<file path="config.mk">
export PLATFORM = sky130hd
export DESIGN_NAME = ssw_supervisor
export DESIGN_NICKNAME = d
export VERILOG_FILES = /design/src/include/ssw_pkg.sv /design/src/design/ssw_supervisor.sv
export SDC_FILE = /design/constraint.sdc
export NUM_CORES = 1
export LEC_CHECK = 0
export ABC_AREA = 1
export BUFFER_PORTS_ARGS = -buffer_cell sky130_fd_sc_hd__buf_2
export CORE_MARGIN = 2
export CORE_UTILIZATION = 50
export CTS_CLUSTER_SIZE = 12
export DETAILED_ROUTE_END_ITERATION = 10
export GPL_TIMING_DRIVEN = 0
export MAX_ROUTING_LAYER = met4
export PLACE_DENSITY = 0.76
export SLEW_MARGIN = 20
export SYNTH_ARGS = -nofsm -noshare
export SYNTH_HDL_FRONTEND = slang
export SYNTH_SLANG_ARGS = --single-unit
export TNS_END_PERCENT = 100
</file>
<file path="constraint.sdc">
create_clock -name sys_clk_i -period 3.8 [get_ports sys_clk_i]
set_input_delay 0 -clock sys_clk_i [delete_from_list [all_inputs] [get_ports sys_clk_i]]
set_output_delay 0 -clock sys_clk_i [all_outputs]
set_load 0.01 [all_outputs]
</file>
<file path="src/include/ssw_pkg.sv">
// Constants and carrier types for the supply supervisor reset block.
// Assumes a 20 MHz system clock; all timing derives from it.
package ssw_pkg;

    // ****************************************
    // Clock and timing
    // ****************************************
    localparam int unsigned CLK_HZ = 20000000;
    localparam int unsigned CLK_PERIOD_NS = 50;
    localparam int unsigned RST_HOLD_TIME_MS = 200;
    localparam int unsigned WDOG_PERIOD_MS = 1600;
    localparam int unsigned MR_NOISE_NS = 100;
    localparam int unsigned RST_HOLD_CYCLES = RST_HOLD_TIME_MS * (CLK_HZ / 1000);
    localparam int unsigned WDOG_PERIOD_CYCLES = WDOG_PERIOD_MS * (CLK_HZ / 1000);
    // Noise window rounded up, plus one so a pulse of that width is rejected
    localparam int unsigned MR_FILT_CYCLES =
        (MR_NOISE_NS + CLK_PERIOD_NS - 1) / CLK_PERIOD_NS + 1;
    localparam int unsigned CNT_W = 32;
    localparam int unsigned MR_FILT_W = 4;

    // ****************************************
    // Carrier types
    // ****************************************
    typedef struct packed {
        logic supply_low;
        logic manual_rst_in_n;
        logic wdog_strobe_in;
        logic wdog_disable;
    } ssw_src_s;

    // Idle pad levels in src packing; manual reset input rests high
    localparam logic [3:0] SRC_IDLE = 4'h4;

    typedef struct packed {
        logic rst_n;
        logic rst;
    } ssw_rst_s;

    typedef enum logic [1:0] {
        SSW_SRC_NONE,
        SSW_SRC_SUPPLY,
        SSW_SRC_MANUAL,
        SSW_SRC_WDOG
    } ssw_cause_e;

endpackage

</file>
<file path="src/design/ssw_supervisor.sv">
// Reset generator: supply trip, manual reset and watchdog into one reset pair.
// Assumes all source inputs are asynchronous pads; one 20 MHz clock.
// Assumes pad logic flags a floating strobe on its own disable input.
//
// What this block does
// - Manual input low asserts resets; hold them rst_hold_time after it rises.
// - Supply below trip level asserts both resets at once, no timer.
// - After supply recovers, keep resets asserted for the full hold time.
// - Hold time is fixed, 200 ms typical, same for every source.
// - Active-high reset is always the inverse of active-low reset.
// - Strobe unchanged longer than wdog_period makes the watchdog expire.
// - Watchdog timer clears on every strobe edge and while reset asserted.
// - Floating strobe disables the watchdog so it never resets.
// - Watchdog expiry asserts resets, holds them the hold time, then releases.
// - Watchdog stays cleared during any reset, restarts when reset releases.
// - Manual reset low pulses of about 100 ns are ignored as noise.
`timescale 1ns/1ps

module ssw_supervisor #(
    parameter int unsigned HOLD_CYCLES = ssw_pkg::RST_HOLD_CYCLES,
    parameter int unsigned WDOG_CYCLES = ssw_pkg::WDOG_PERIOD_CYCLES
) (
    input wire logic sys_clk_i,
    input wire logic reset_n_i,
    input wire ssw_pkg::ssw_src_s src_i,
    output ssw_pkg::ssw_rst_s rst_o,
    output ssw_pkg::ssw_cause_e cause_o
);
    import ssw_pkg::*;

    // ****************************************
    // Input synchronisers
    // ****************************************
    // Three stages per pad; a change counts once stages two and three agree
    logic [3:0] raw;
    logic [3:0] stable;
    logic [3:0] next_stable;

    assign raw = src_i;

    for (genvar g = 0; g < 4; g++) begin : g_sync
        logic [2:0] stage;
        logic [2:0] next_stage;
        logic level;
        logic next_level;

        always_comb begin
            next_stage = {stage[1:0], raw[g]};
            next_level = level;
            // Stage one may still be settling, so it never decides alone
            if (stage[1] == stage[2]) begin
                next_level = stage[2];
            end
        end

        always_ff @(posedge sys_clk_i or negedge reset_n_i) begin
            if (!reset_n_i) begin
                stage <= {3{SRC_IDLE[g]}};
                level <= SRC_IDLE[g];
            end else begin
                stage <= next_stage;
                level <= next_level;
            end
        end

        assign stable[g] = level;
        assign next_stable[g] = next_level;
    end

    ssw_src_s src_s;
    ssw_src_s next_src_s;
    assign src_s = stable;
    assign next_src_s = next_stable;

    // ****************************************
    // Manual reset noise filter
    // ****************************************
    // Short lows are rejected; costs a few cycles of assert latency
    logic [MR_FILT_W-1:0] mr_cnt;
    logic [MR_FILT_W-1:0] next_mr_cnt;
    logic mr_active;
    logic next_mr_active;

    always_comb begin
        next_mr_cnt = '0;
        next_mr_active = 1'b0;
        if (!src_s.manual_rst_in_n) begin
            next_mr_cnt = mr_cnt;
            next_mr_active = mr_active;
            if (mr_cnt == MR_FILT_W'(MR_FILT_CYCLES)) begin
                next_mr_active = 1'b1;
            end else begin
                next_mr_cnt = mr_cnt + MR_FILT_W'(1);
            end
        end
    end

    always_ff @(posedge sys_clk_i or negedge reset_n_i) begin
        if (!reset_n_i) begin
            mr_cnt <= '0;
            mr_active <= 1'b0;
        end else begin
            mr_cnt <= next_mr_cnt;
            mr_active <= next_mr_active;
        end
    end

    // ****************************************
    // Watchdog
    // ****************************************
    logic [CNT_W-1:0] wd_cnt;
    logic [CNT_W-1:0] next_wd_cnt;
    logic wd_prev;
    logic next_wd_prev;
    logic wd_expire;
    logic wd_edge;
    logic rst_asserted;

    assign wd_edge = src_s.wdog_strobe_in ^ wd_prev;

    always_comb begin
        next_wd_cnt = wd_cnt + CNT_W'(1);
        wd_expire = 1'b0;
        // Edges taken from the synchronised level, so idle gives no false edge
        next_wd_prev = src_s.wdog_strobe_in;
        if (rst_asserted || wd_edge || src_s.wdog_disable) begin
            next_wd_cnt = '0;
        end else if (wd_cnt >= CNT_W'(WDOG_CYCLES - 1)) begin
            wd_expire = 1'b1;
            next_wd_cnt = '0;
        end
    end

    always_ff @(posedge sys_clk_i or negedge reset_n_i) begin
        if (!reset_n_i) begin
            wd_cnt <= '0;
            wd_prev <= 1'b0;
        end else begin
            wd_cnt <= next_wd_cnt;
            wd_prev <= next_wd_prev;
        end
    end

    // ****************************************
    // Reset hold timer
    // ****************************************
    // Power-up counts as a supply trip, so reset holds after release
    logic [CNT_W-1:0] hold_cnt;
    logic [CNT_W-1:0] next_hold_cnt;
    logic rst_q;
    logic next_rst_q;
    ssw_cause_e cause;
    ssw_cause_e next_cause;
    logic level_src;

    assign level_src = src_s.supply_low || mr_active;

    always_comb begin
        next_hold_cnt = hold_cnt;
        next_rst_q = rst_q;
        next_cause = cause;
        if (level_src) begin
            next_rst_q = 1'b1;
            next_hold_cnt = '0;
            next_cause = src_s.supply_low ? SSW_SRC_SUPPLY : SSW_SRC_MANUAL;
        end else if (wd_expire) begin
            // Expiry yields to a level source, which restarts the hold anyway
            next_rst_q = 1'b1;
            next_hold_cnt = '0;
            next_cause = SSW_SRC_WDOG;
        end else if (rst_q) begin
            if (hold_cnt >= CNT_W'(HOLD_CYCLES - 1)) begin
                next_rst_q = 1'b0;
                next_hold_cnt = '0;
            end else begin
                next_hold_cnt = hold_cnt + CNT_W'(1);
            end
        end
    end

    always_ff @(posedge sys_clk_i or negedge reset_n_i) begin
        if (!reset_n_i) begin
            hold_cnt <= '0;
            rst_q <= 1'b1;
            cause <= SSW_SRC_SUPPLY;
        end else begin
            hold_cnt <= next_hold_cnt;
            rst_q <= next_rst_q;
            cause <= next_cause;
        end
    end

    // ****************************************
    // Reset outputs
    // ****************************************
    // Supply trip skips the hold timer so it acts at once
    // Registered from next values: no glitch reaches the pins, no added lag
    logic rst_out;
    logic next_rst_out;

    always_comb begin
        next_rst_out = next_rst_q || next_src_s.supply_low;
    end

    always_ff @(posedge sys_clk_i or negedge reset_n_i) begin
        if (!reset_n_i) begin
            rst_out <= 1'b1;
        end else begin
            rst_out <= next_rst_out;
        end
    end

    assign rst_asserted = rst_out;
    assign rst_o.rst = rst_out;
    assign rst_o.rst_n = ~rst_out;
    assign cause_o = cause;

endmodule // ssw_supervisor

</file>
# Word level (Yosys, flattened, before mapping)
# Cells that the tools add are included.
op_classes:
  add_sub_neg: 3
  n_lt_le_gt_ge: 2
  n_eq_ne: 6
  mux: 20
  bitwise: 2
  n_reduce_logical: 7
ops:
  columns: ["operator", "n"]
  rows:
  - ["$mux 32", 6]
  - ["$add 32x1->32 const B", 2]
  - ["$ge 32x22->1 const B", 1]
  - ["$ge 32x25->1 const B", 1]
  - ["$mux 1", 9]
  - ["$mux 4", 2]
  - ["$mux 2", 3]
  - ["$add 4x1->4 const B", 1]
  - ["$eq 1x1->1", 4]
  - ["$eq 4x2->1 const B", 1]
  - ["$logic_or 1x1->1", 4]
  - ["$reduce_bool 2->1", 2]
  - ["$reduce_bool 3->1", 1]
  - ["$ne 2x2->1 const B", 1]
  - ["$not 1->1", 1]
  - ["$xor 1x1->1", 1]
totals:
  register_bits: 90
  out_inout_bits: 4
  wordCells: 56

# Logic depth before layout (Yosys ltp)
# Gate-level depths: netlist of the first run.
logic_depth:
  depth_word: 7
  mapped_depth: 14

# Worst setup path after synthesis of the first run
# OpenSTA, ideal clock, no wires.
synth_timing:
  kind: "register to register"
  start: "register hold_cnt[0]"
  end: "register hold_cnt[14]"
  t_arrival_ns: 1.500
  t_required_ns: 3.734
  slack_ns: 2.234
  path_stages_with_launch: 12
  n_path_buf: 1
  period_less_slack_ns: 1.566
  cell_sequence: "dfrtp_1 ha_1 nand2_2 nor2_4 nand3_1 nand2_1 nand2_1 nand2_2 nor2_4 buf_6 nand4_1 nand2_1"
synth_via:
  elab_chain_cells: 5
  word_cells_on_any_way: 6
  cone_classes: "add/sub (1); order compare (1); mux (4)"
synth_lines:
  columns: ["element", "line", "source"]
  rows:
  - ["start, declared", "ssw_supervisor.sv:148", "logic [CNT_W-1:0] hold_cnt;"]
  - ["start signal, assigned", "ssw_supervisor.sv:187", "hold_cnt <= next_hold_cnt;"]
  - ["$add 32x1->32 or $ge 32x22->1 (tied branches)", "ssw_supervisor.sv:176, ssw_supervisor.sv:172", null]
  - ["$mux 32 (*)", "ssw_supervisor.sv:172", "if (hold_cnt >= CNT_W'(HOLD_CYCLES - 1)) begin"]
  - ["$mux 32 (*)", "ssw_supervisor.sv:171", "end else if (rst_q) begin"]
  - ["$mux 32 (*)", "ssw_supervisor.sv:166", "end else if (wd_expire) begin"]
  - ["$mux 32 (*)", "ssw_supervisor.sv:162", "if (level_src) begin"]
# Mark *: on every way between the ends. The rest lies on a longest branch, timed or not. The select of a mux whose other input is x is not followed.
# A chain may end at the register's enable or synchronous reset.

# Final worst setup path of the first run
layout_timing:
  start: "register hold_cnt[0]"
  end: "register hold_cnt[17]"
# Same word-level chain as after synthesis.

==> results.md, run 1 <==
* Core Area at 8720 um^2
* GRT Max-Usage Layer: met2
* Die Area at 9800 um^2
* Met3 Use GR at 3.26%
* CTS tree: yes
* CTS resizes at 0
* Worst Hold Class: in -> async
* Worst ir drop on vdd at 0.284 mV
* Register area at 2260 um^2
* Max-slew headroom at 63.7%
* Fin crit share at 51.0%
* Commonest cells post-synth: 112 x nand2_1, 109 x nor2_1, 83 x dfrtp_1, 62 x inv_1, 37 x nand4_1
* FFs w/ async S/R, synth at 100%
* Post-DP HPWL at 6310 um
* WL/cell at 12.8 um
* Final Hold Fails at 0
* Global placement routability congestion at 0.919
* Antenna violations before repair at 0
* Cell Area, Synth at 4510 um^2
* Total negative slack at 0 ns
* Synth Register Bits at 90
* Status: complete, no violations
* Leakage at 2.24 nW
* DRT antenna net count at 0
* Port bufs at 9
* CTS H-tree depth at 3
* Total power at 1.88 mW
* Cells after Synth at 542
* Total CTS buffers at 9
* Drt first pass iters at 5
* Setup violators final at 0
* Drt drc at 0
* Crit path DAT at 2.23 ns
* Global-route wire length before repair at 15700 um
* Synth area leaders: dfrtp_1 46%, nand2_1 9.3%, nor2_1 9.1%
* Tmin final at 1.94 ns
* Max Clock Freq at 0.516 GHz
* Grt ovf at 0
* GRT met1 Usage at 27.4%
* Drt total wl at 8760 um
* FILL cells at 773
* Crit path max fanout at 10
* Routed vias at 3558
* Root buffer cell: clkbuf_8
* Via density at 5.18
* Yosys warns at 0
* CTS Hold Buffers Added at 5
* WS Path Type: reg -> reg
* Final WS setup at 1.86 ns
* Worst slack, placed at 1.93 ns
* Slew @ Worst Pin at 0.545 ns
* ANT cells at 0
* Synth-to-layout area growth at 10.8%
* CTS clk-pin slew, worst paths at 0.09 ns
* GRT Total Usage at 20.3%
* Vert. Die Dim at 99.0 um
* Clock sinks at 90
* Layout cells sized above 1 at 12.3%
* Num rows at 34
* Synthesized area per cell at 8.32 um^2
* Max clock buf depth at 2
* Critical path data required time at 4.09 ns
* Post-CTS Repair Setup Buffers at 0
* Count leader, synth: nand2_1
* Post-synth EDFFs at 0
* Area leader, netlist: dfrtp_1
* Final Slew Violations at 0
* CP Capture Type: flip-flop
* Die span in x at 99.0 um
* IO Count at 10
* Initial Utilization at 51.7%
* Core Util, Final at 57.3%
* Part of the Yosys area used for sequential elements at 50.1%
* Clock Latency Late Sink at 0.35 ns
* Pwr/cell area at 376 nW/um^2
* Max-cap viol count at 0
* Setup Skew at 0.00982 ns
* Share of the synthesized area in the top cell type at 46.0%
* RSZ-0062 raised after global routing: false
* DR iter-0 viols at 165
* Multi-input logic area at 1940 um^2
* Largest net degree at the start of global routing at 62
* Met2 Resource Use GR at 31.3%
* Cell variety after synth at 38
* Vias in the first global route at 3422
* Crit start category: flip-flop
* Final Net Count at 583
* Most used DFF post-synth: dfrtp_1
==> layout make-up <==
cell class | count | share of cell area [%]
flip-flops and latches | 90 | 45.2
clock buffers | 11 | 2.83
multi-input cells | 382 | 38.9
repair buffers | 15 | 2.50
well taps | 108 | 2.70
clock inverters | 5 | 1.25
inverters | 63 | 4.73
plain buffers | 13 | 1.85
==> power breakdown <==
group | switching [mW] | internal [mW]
clock network | 0.336 | 0.326
registers | 0.0396 | 1.01
logic | 0.107 | 0.0601
==> per-layer routing <==
layer / wire length [um] / up-vias
met1: 4100 / 1675
met3: 379 / 11
met2: 4150 / 84
li1: - / 1788
met5: 0 / -
met4: 133 / 0
==> metrics by stage <==
step                      cells  hold WS, ns  area [um^2]
after floorplan             548       -0.296         4530
after global placement      665        0.109         4710
after detailed placement    666      -0.0241         4740
after CTS                   687        0.136         5000
after global routing        687        0.166         5000
final                       687        0.125         5000
==> flip-flops by register name (all words and copies together) (netlist names) <==
signal        count
wd_cnt           32
cause_o           2
mr_active         1
g_sync.stage     12
wd_prev           1
rst_q             1
mr_cnt            4
rst_asserted      1
g_sync.level      4
hold_cnt         32
==> path summary, 6_finish.rpt <==
path                                              start                            to  slack (ns)  cells past startpoint
max in group asynchronous                     reset_n_i        cause_o[0]$_DFFE_PN1P_        3.00                      3
max reg2reg                     hold_cnt[0]$_DFFE_PN0P_      hold_cnt[17]$_DFFE_PN0P_        1.86                     11
min                                           reset_n_i          wd_cnt[17]$_DFF_PN0_        0.12                      2
min in group sys_clk_i                         src_i[0]  g_sync[0].stage[0]$_DFF_PN0_        0.30                      2
min reg2reg                g_sync[3].stage[0]$_DFF_PN0_  g_sync[3].stage[1]$_DFF_PN0_        0.35                      0
max                             hold_cnt[0]$_DFFE_PN0P_      hold_cnt[17]$_DFFE_PN0P_        1.86                     11
==> worst max-delay path: stages (launching register included) <==
cell,delay (ns)
dfrtp_1,0.43
ha_1,0.28
nand2_2,0.15
nor2_4,0.07
nand3_1,0.08
nand2_1,0.07
nand2_1,0.07
nand2_2,0.09
nor2_4,0.24
buf_6,0.19
nand4_1,0.10
nand2_1,0.10
==> kinds of logic (layout without fill, tap and decap cells) <==
kind of cell	count (synthesis)	in the layout	share of synthesized area, %
AOI/OAI and AO/OA	25	25	3.02
xor gates and xnor gates	23	23	4.46
adders and majority gates	6	6	1.50
buffers and inverters	76	107	7.29
DFF	90	90	50.1
other	1	7	0.0831
and+or+nand+nor	321	321	33.5
==> cells in the final DEF, fill, tap and decap left out, types with 2 or more instances in the layout <==
cell | netlist | layout
conb_1 | 1 | 7
buf_4 | 1 | 2
dfrtp_1 | 83 | 83
nor2_1 | 109 | 109
nor2_4 | 6 | 6
nor3b_1 | 4 | 4
o22ai_1 | 2 | 2
nor3_1 | 8 | 8
ha_1 | 3 | 3
nand4_1 | 37 | 37
a21oi_1 | 11 | 11
xor2_1 | 18 | 18
inv_1 | 62 | 62
maj3_1 | 3 | 3
dfstp_2 | 7 | 7
clkbuf_8 | 0 | 10
xnor2_1 | 5 | 5
buf_6 | 5 | 5
nand3_2 | 6 | 6
nand3_1 | 20 | 20
clkbuf_1 | 4 | 5
nand2_2 | 9 | 9
clkinvlp_4 | 0 | 2
dlygate4sd3_1 | 0 | 5
o21ai_0 | 9 | 9
nor2_2 | 2 | 2
nand2_1 | 112 | 112
buf_2 | 2 | 10
Note: power is estimated with default switching activity, not from simulation.
==> run 2, diff against run 1 <==
--- a/config.mk
+++ b/config.mk
@@ -5,7 +5,7 @@
 export SDC_FILE = /design/constraint.sdc
 export NUM_CORES = 1
 export LEC_CHECK = 0
-export ABC_AREA = 1
+export ABC_AREA = 0
 export BUFFER_PORTS_ARGS = -buffer_cell sky130_fd_sc_hd__buf_2
 export CORE_MARGIN = 2
 export CORE_UTILIZATION = 50
==> constraint.sdc (replaced) <==
create_clock -name sys_clk_i -period 1.9 [get_ports sys_clk_i]
set_input_delay 0 -clock sys_clk_i [delete_from_list [all_inputs] [get_ports sys_clk_i]]
set_output_delay 0 -clock sys_clk_i [all_outputs]
set_load 0.01 [all_outputs]
==> run 2 against run 1 <==
Synthesized cell count fell by 27%. Combinational power rose by 140%. Critical path type unchanged. Global-route usage rose by 1.1 points. Largest cell class unchanged. First-iteration DRC count rose by 58%. The flow now finishes with violations (setup timing). Maximum frequency fell by 1.7%. Clock-buffer cell count fell by 1.
==> results.md, run 2 <==
* Synthesized area per cell at 10.4 um^2 (was 8.32 um^2)
* Routed vias at 3342 (was 3558)
* Drt first pass iters at 5 (unchanged)
* Final WS setup at -0.0718 ns (was 1.86 ns)
* Setup violators final at 11 (was 0)
* Layout cells sized above 1 at 28.9% (was 12.3%)
* Area leader, netlist: dfrtp_1 (unchanged)
* Switching Fraction at 26.2% (was 25.7%)
* Largest net degree at the start of global routing at 48 (was 62)
* RR Startpoint: wd_cnt[31]$_DFF_PN0_ (was hold_cnt[0]$_DFFE_PN0P_)
* Fin crit share at 104% (was 51.0%)
* Metal-1 WL at 4070 um (was 4100 um)
* Antenna violations before repair at 0 (unchanged)
* RSZ-0062 raised after global routing: true (was false)
* Slew @ Worst Pin at 0.668 ns (was 0.545 ns)
* Routed wl met2 at 4420 um (was 4150 um)
* CP Capture Type: flip-flop (unchanged)
* Clock sinks at 90 (unchanged)
* Cell variety after synth at 49 (was 38)
* Port bufs at 9 (unchanged)
* CTS clk-pin slew, worst paths at 0.09 ns (about the same)
* Share of the synthesized area in the top cell type at 50.2% (was 46.0%)
* Yosys warns at 0 (unchanged)
* Max Clock Freq at 0.507 GHz (was 0.516 GHz)
* Most frequent cells in the layout: 78 x dfrtp_1, 48 x nor2_1, 30 x nand2_1 (was 112 x nand2_1, 109 x nor2_1, 83 x dfrtp_1)
* Final Hold Fails at 0 (unchanged)
* R2R Setup Slk at -0.07 ns (was 1.86 ns)
* Logic gate share of total power at 10.6% (was 8.9%)
* Largest regs: hold_cnt: 32 flops, wd_cnt: 32 flops, g_sync.stage: 12 flops (unchanged)
* WL/cell at 16.1 um (was 12.8 um)
* Synth area leaders: dfrtp_1 50%, nor2_1 5.1%, dfstp_2 4.4% (was dfrtp_1 46%, nand2_1 9.3%, nor2_1 9.1%)
* P_int at 2.82 mW (was 1.40 mW)
* Final Net Count at 458 (was 583)
* Part of the Yosys area used for sequential elements at 54.7% (was 50.1%)
* Pwr/cell area at 739 nW/um^2 (was 376 nW/um^2)
* Design Area, Final at 5170 um^2 (was 5000 um^2)
* Vias in the first global route at 3098 (was 3422)
* Commonest non-fill, non-tap cell in the layout: dfrtp_1 (was nand2_1)
* Critical path data required time at 2.18 ns (was 4.09 ns)
* CTS tree: yes (unchanged)
* DR iter-0 viols at 260 (was 165)
* Post-synth EDFFs at 0 (unchanged)
* Flop pwr share at 54.7% (was 55.9%)
* Worst r2r dst: rst_asserted$_DFF_PN1_ (was hold_cnt[17]$_DFFE_PN0P_)
* Commonest cells post-synth: 83 x dfrtp_1, 56 x nor2_1, 31 x nand2_1, 28 x nand3_1, 21 x nor3_1 (was 112 x nand2_1, 109 x nor2_1, 83 x dfrtp_1, 62 x inv_1, 37 x nand4_1)
* Max-cap viol count at 0 (unchanged)
* Most used DFF post-synth: dfrtp_1 (unchanged)
* FILL cells at 585 (was 773)
* Crit path DAT at 2.25 ns (was 2.23 ns)
* Initial Utilization at 50.8% (was 51.7%)
* Cell Area, Synth at 4140 um^2 (was 4510 um^2)
* Setup Skew at 0.0114 ns (was 0.00982 ns)
* Status: complete, but fails checks (was complete, no violations)
* Cells after Synth at 396 (was 542)
* Global-route wire length before repair at 14600 um (was 15700 um)
* GRT Total Usage at 21.4% (was 20.3%)
* CP Launch Point: wd_cnt[31]$_DFF_PN0_ (was hold_cnt[0]$_DFFE_PN0P_)
* Num rows at 33 (was 34)
* Post-DP HPWL at 5410 um (was 6310 um)
* Final Slew Violations at 0 (unchanged)
* IO Count at 10 (unchanged)
* FFs w/ async S/R, synth at 100% (unchanged)
* Die Area at 9010 um^2 (was 9800 um^2)
* Core Area at 8130 um^2 (was 8720 um^2)
* Vert. Die Dim at 94.9 um (was 99.0 um)
* Worst ir drop on vdd at 0.473 mV (was 0.284 mV)
* Root buffer cell: clkbuf_8 (unchanged)
* Drt drc at 0 (unchanged)
* Global placement routability congestion at 0.866 (was 0.919)
* Total CTS buffers at 9 (unchanged)
* CTS H-tree depth at 3 (unchanged)
* DRT antenna net count at 0 (unchanged)
* Post-place instance area at 4380 um^2 (was 4740 um^2)
* Leakage at 2.07 nW (was 2.24 nW)
* Crit start category: flip-flop (unchanged)
* WS Path Type: reg -> reg (unchanged)
* Met3 WL at 386 um (was 379 um)
* Grt ovf at 0 (unchanged)
* Clock Latency Late Sink at 0.36 ns (was 0.35 ns)
* Failing checks: setup timing
* Clock share of power at 34.7% (was 35.2%)
* Drt total wl at 9010 um (was 8760 um)
* ANT cells at 0 (unchanged)
* Die span in x at 94.9 um (was 99.0 um)
* Max clock buf depth at 2 (unchanged)
* Count leader, synth: dfrtp_1 (was nand2_1)
* Core Util, Final at 63.6% (was 57.3%)
* Tmin final at 1.97 ns (was 1.94 ns)
* Synth-to-layout area growth at 25.1% (was 10.8%)
* Max-slew headroom at 55.5% (was 63.7%)
* Top Metal Used: met4 (unchanged)
* Synth Register Bits at 90 (unchanged)
* Crit path max fanout at 6 (was 10)
* R2R cell count at 8 (was 11)
* Sw Pwr at 1.00 mW (was 0.483 mW)
* Worst Hold Class: in -> async (unchanged)
* Via density at 5.98 (was 5.18)
[run 2: layer usage]
layer | GRT usage (%) | vias up
met4 | 8.82 | 0
met2 | 30.8 | 98
met3 | 3.43 | 15
li1 | - | 1542
met1 | 30.4 | 1687
met5 | - | -
[run 2: power by group through the flow]
stage	Combinational, mW	Clock (mW)	Sequential (mW)
floorplan	0.167	0	2.10
global placement	0.257	0	2.11
detailed placement	0.278	0	2.11
CTS	0.333	1.36	2.08
global route	0.448	1.45	2.10
finish	0.406	1.32	2.09
[run 2: cell type report]
| class | instances | area (um^2) | share of cell area, % |
|---|---|---|---|
| Sequential cell | 90 | 2270 | 43.8 |
| Multi-Input combinational cell | 290 | 2110 | 40.7 |
| Timing Repair Buffer | 38 | 333 | 6.43 |
| Tap cell | 105 | 131 | 2.54 |
| Clock buffer | 10 | 128 | 2.47 |
| Buffer | 14 | 111 | 2.15 |
| Clock inverter | 6 | 73.8 | 1.43 |
| Inverter | 6 | 22.5 | 0.435 |
[run 2: worst max path at each step]
| stage | endpoint | slack [ns] |
|---|---|---|
| 3_5_place_dp | wd_cnt[13]$_DFF_PN0_ | -0.29 |
| 2_1_floorplan | hold_cnt[14]$_DFFE_PN0P_ | 0.003 |
| 6_report | rst_asserted$_DFF_PN1_ | -0.07 |
| 4_1_cts | rst_asserted$_DFF_PN1_ | -0.05 |
| 5_1_grt | hold_cnt[15]$_DFFE_PN0P_ | -0.19 |
| 3_3_place_gp | wd_cnt[15]$_DFF_PN0_ | -0.24 |
[run 2: logic make-up after synthesis]
group	after synthesis	share of synthesized area (%)
other cells	1	0.0907
flops	90	54.7
mux	2	0.484
buf+inv	22	2.36
simple gates	199	26.0
compound gates	50	9.26
xor+xnor	25	5.30
fa+ha+maj	7	1.88
[run 2: worst max-delay path: stages (launching register included)]
cell and delay [ns]:
dfrtp_1 0.39, nor4_2 0.28, o211ai_1 0.17, buf_4 0.18, nor4_4 0.19, a211oi_4 0.09, buf_12 0.16, buf_4 0.13
or3_1 0.30
[run 2: timing repair]
action                                 in CTS  in global routing
pin swaps                                  13                 15
setup endpoints to repair                  54                 58
gates resized for setup                    31                 62
buffers inserted                           12                 10
gates cloned                                1                  1
hold buffers                                5                  0
endpoints found under the hold margin      47                  0
[run 2: per-stage QoR]
stage	worst slack (ns)	power, mW	hold slack, ns	cells	setup TNS (ns)
4_1_cts	-0.0539	3.78	0.191	550	-0.425
2_1_floorplan	0.00310	2.27	-0.296	402	0
6_report	-0.0718	3.82	0.178	559	-0.346
3_3_place_gp	-0.244	2.37	0.108	516	-11.73
3_5_place_dp	-0.289	2.39	0.0266	517	-13.70
5_1_grt	-0.192	4.00	0.228	559	-4.03
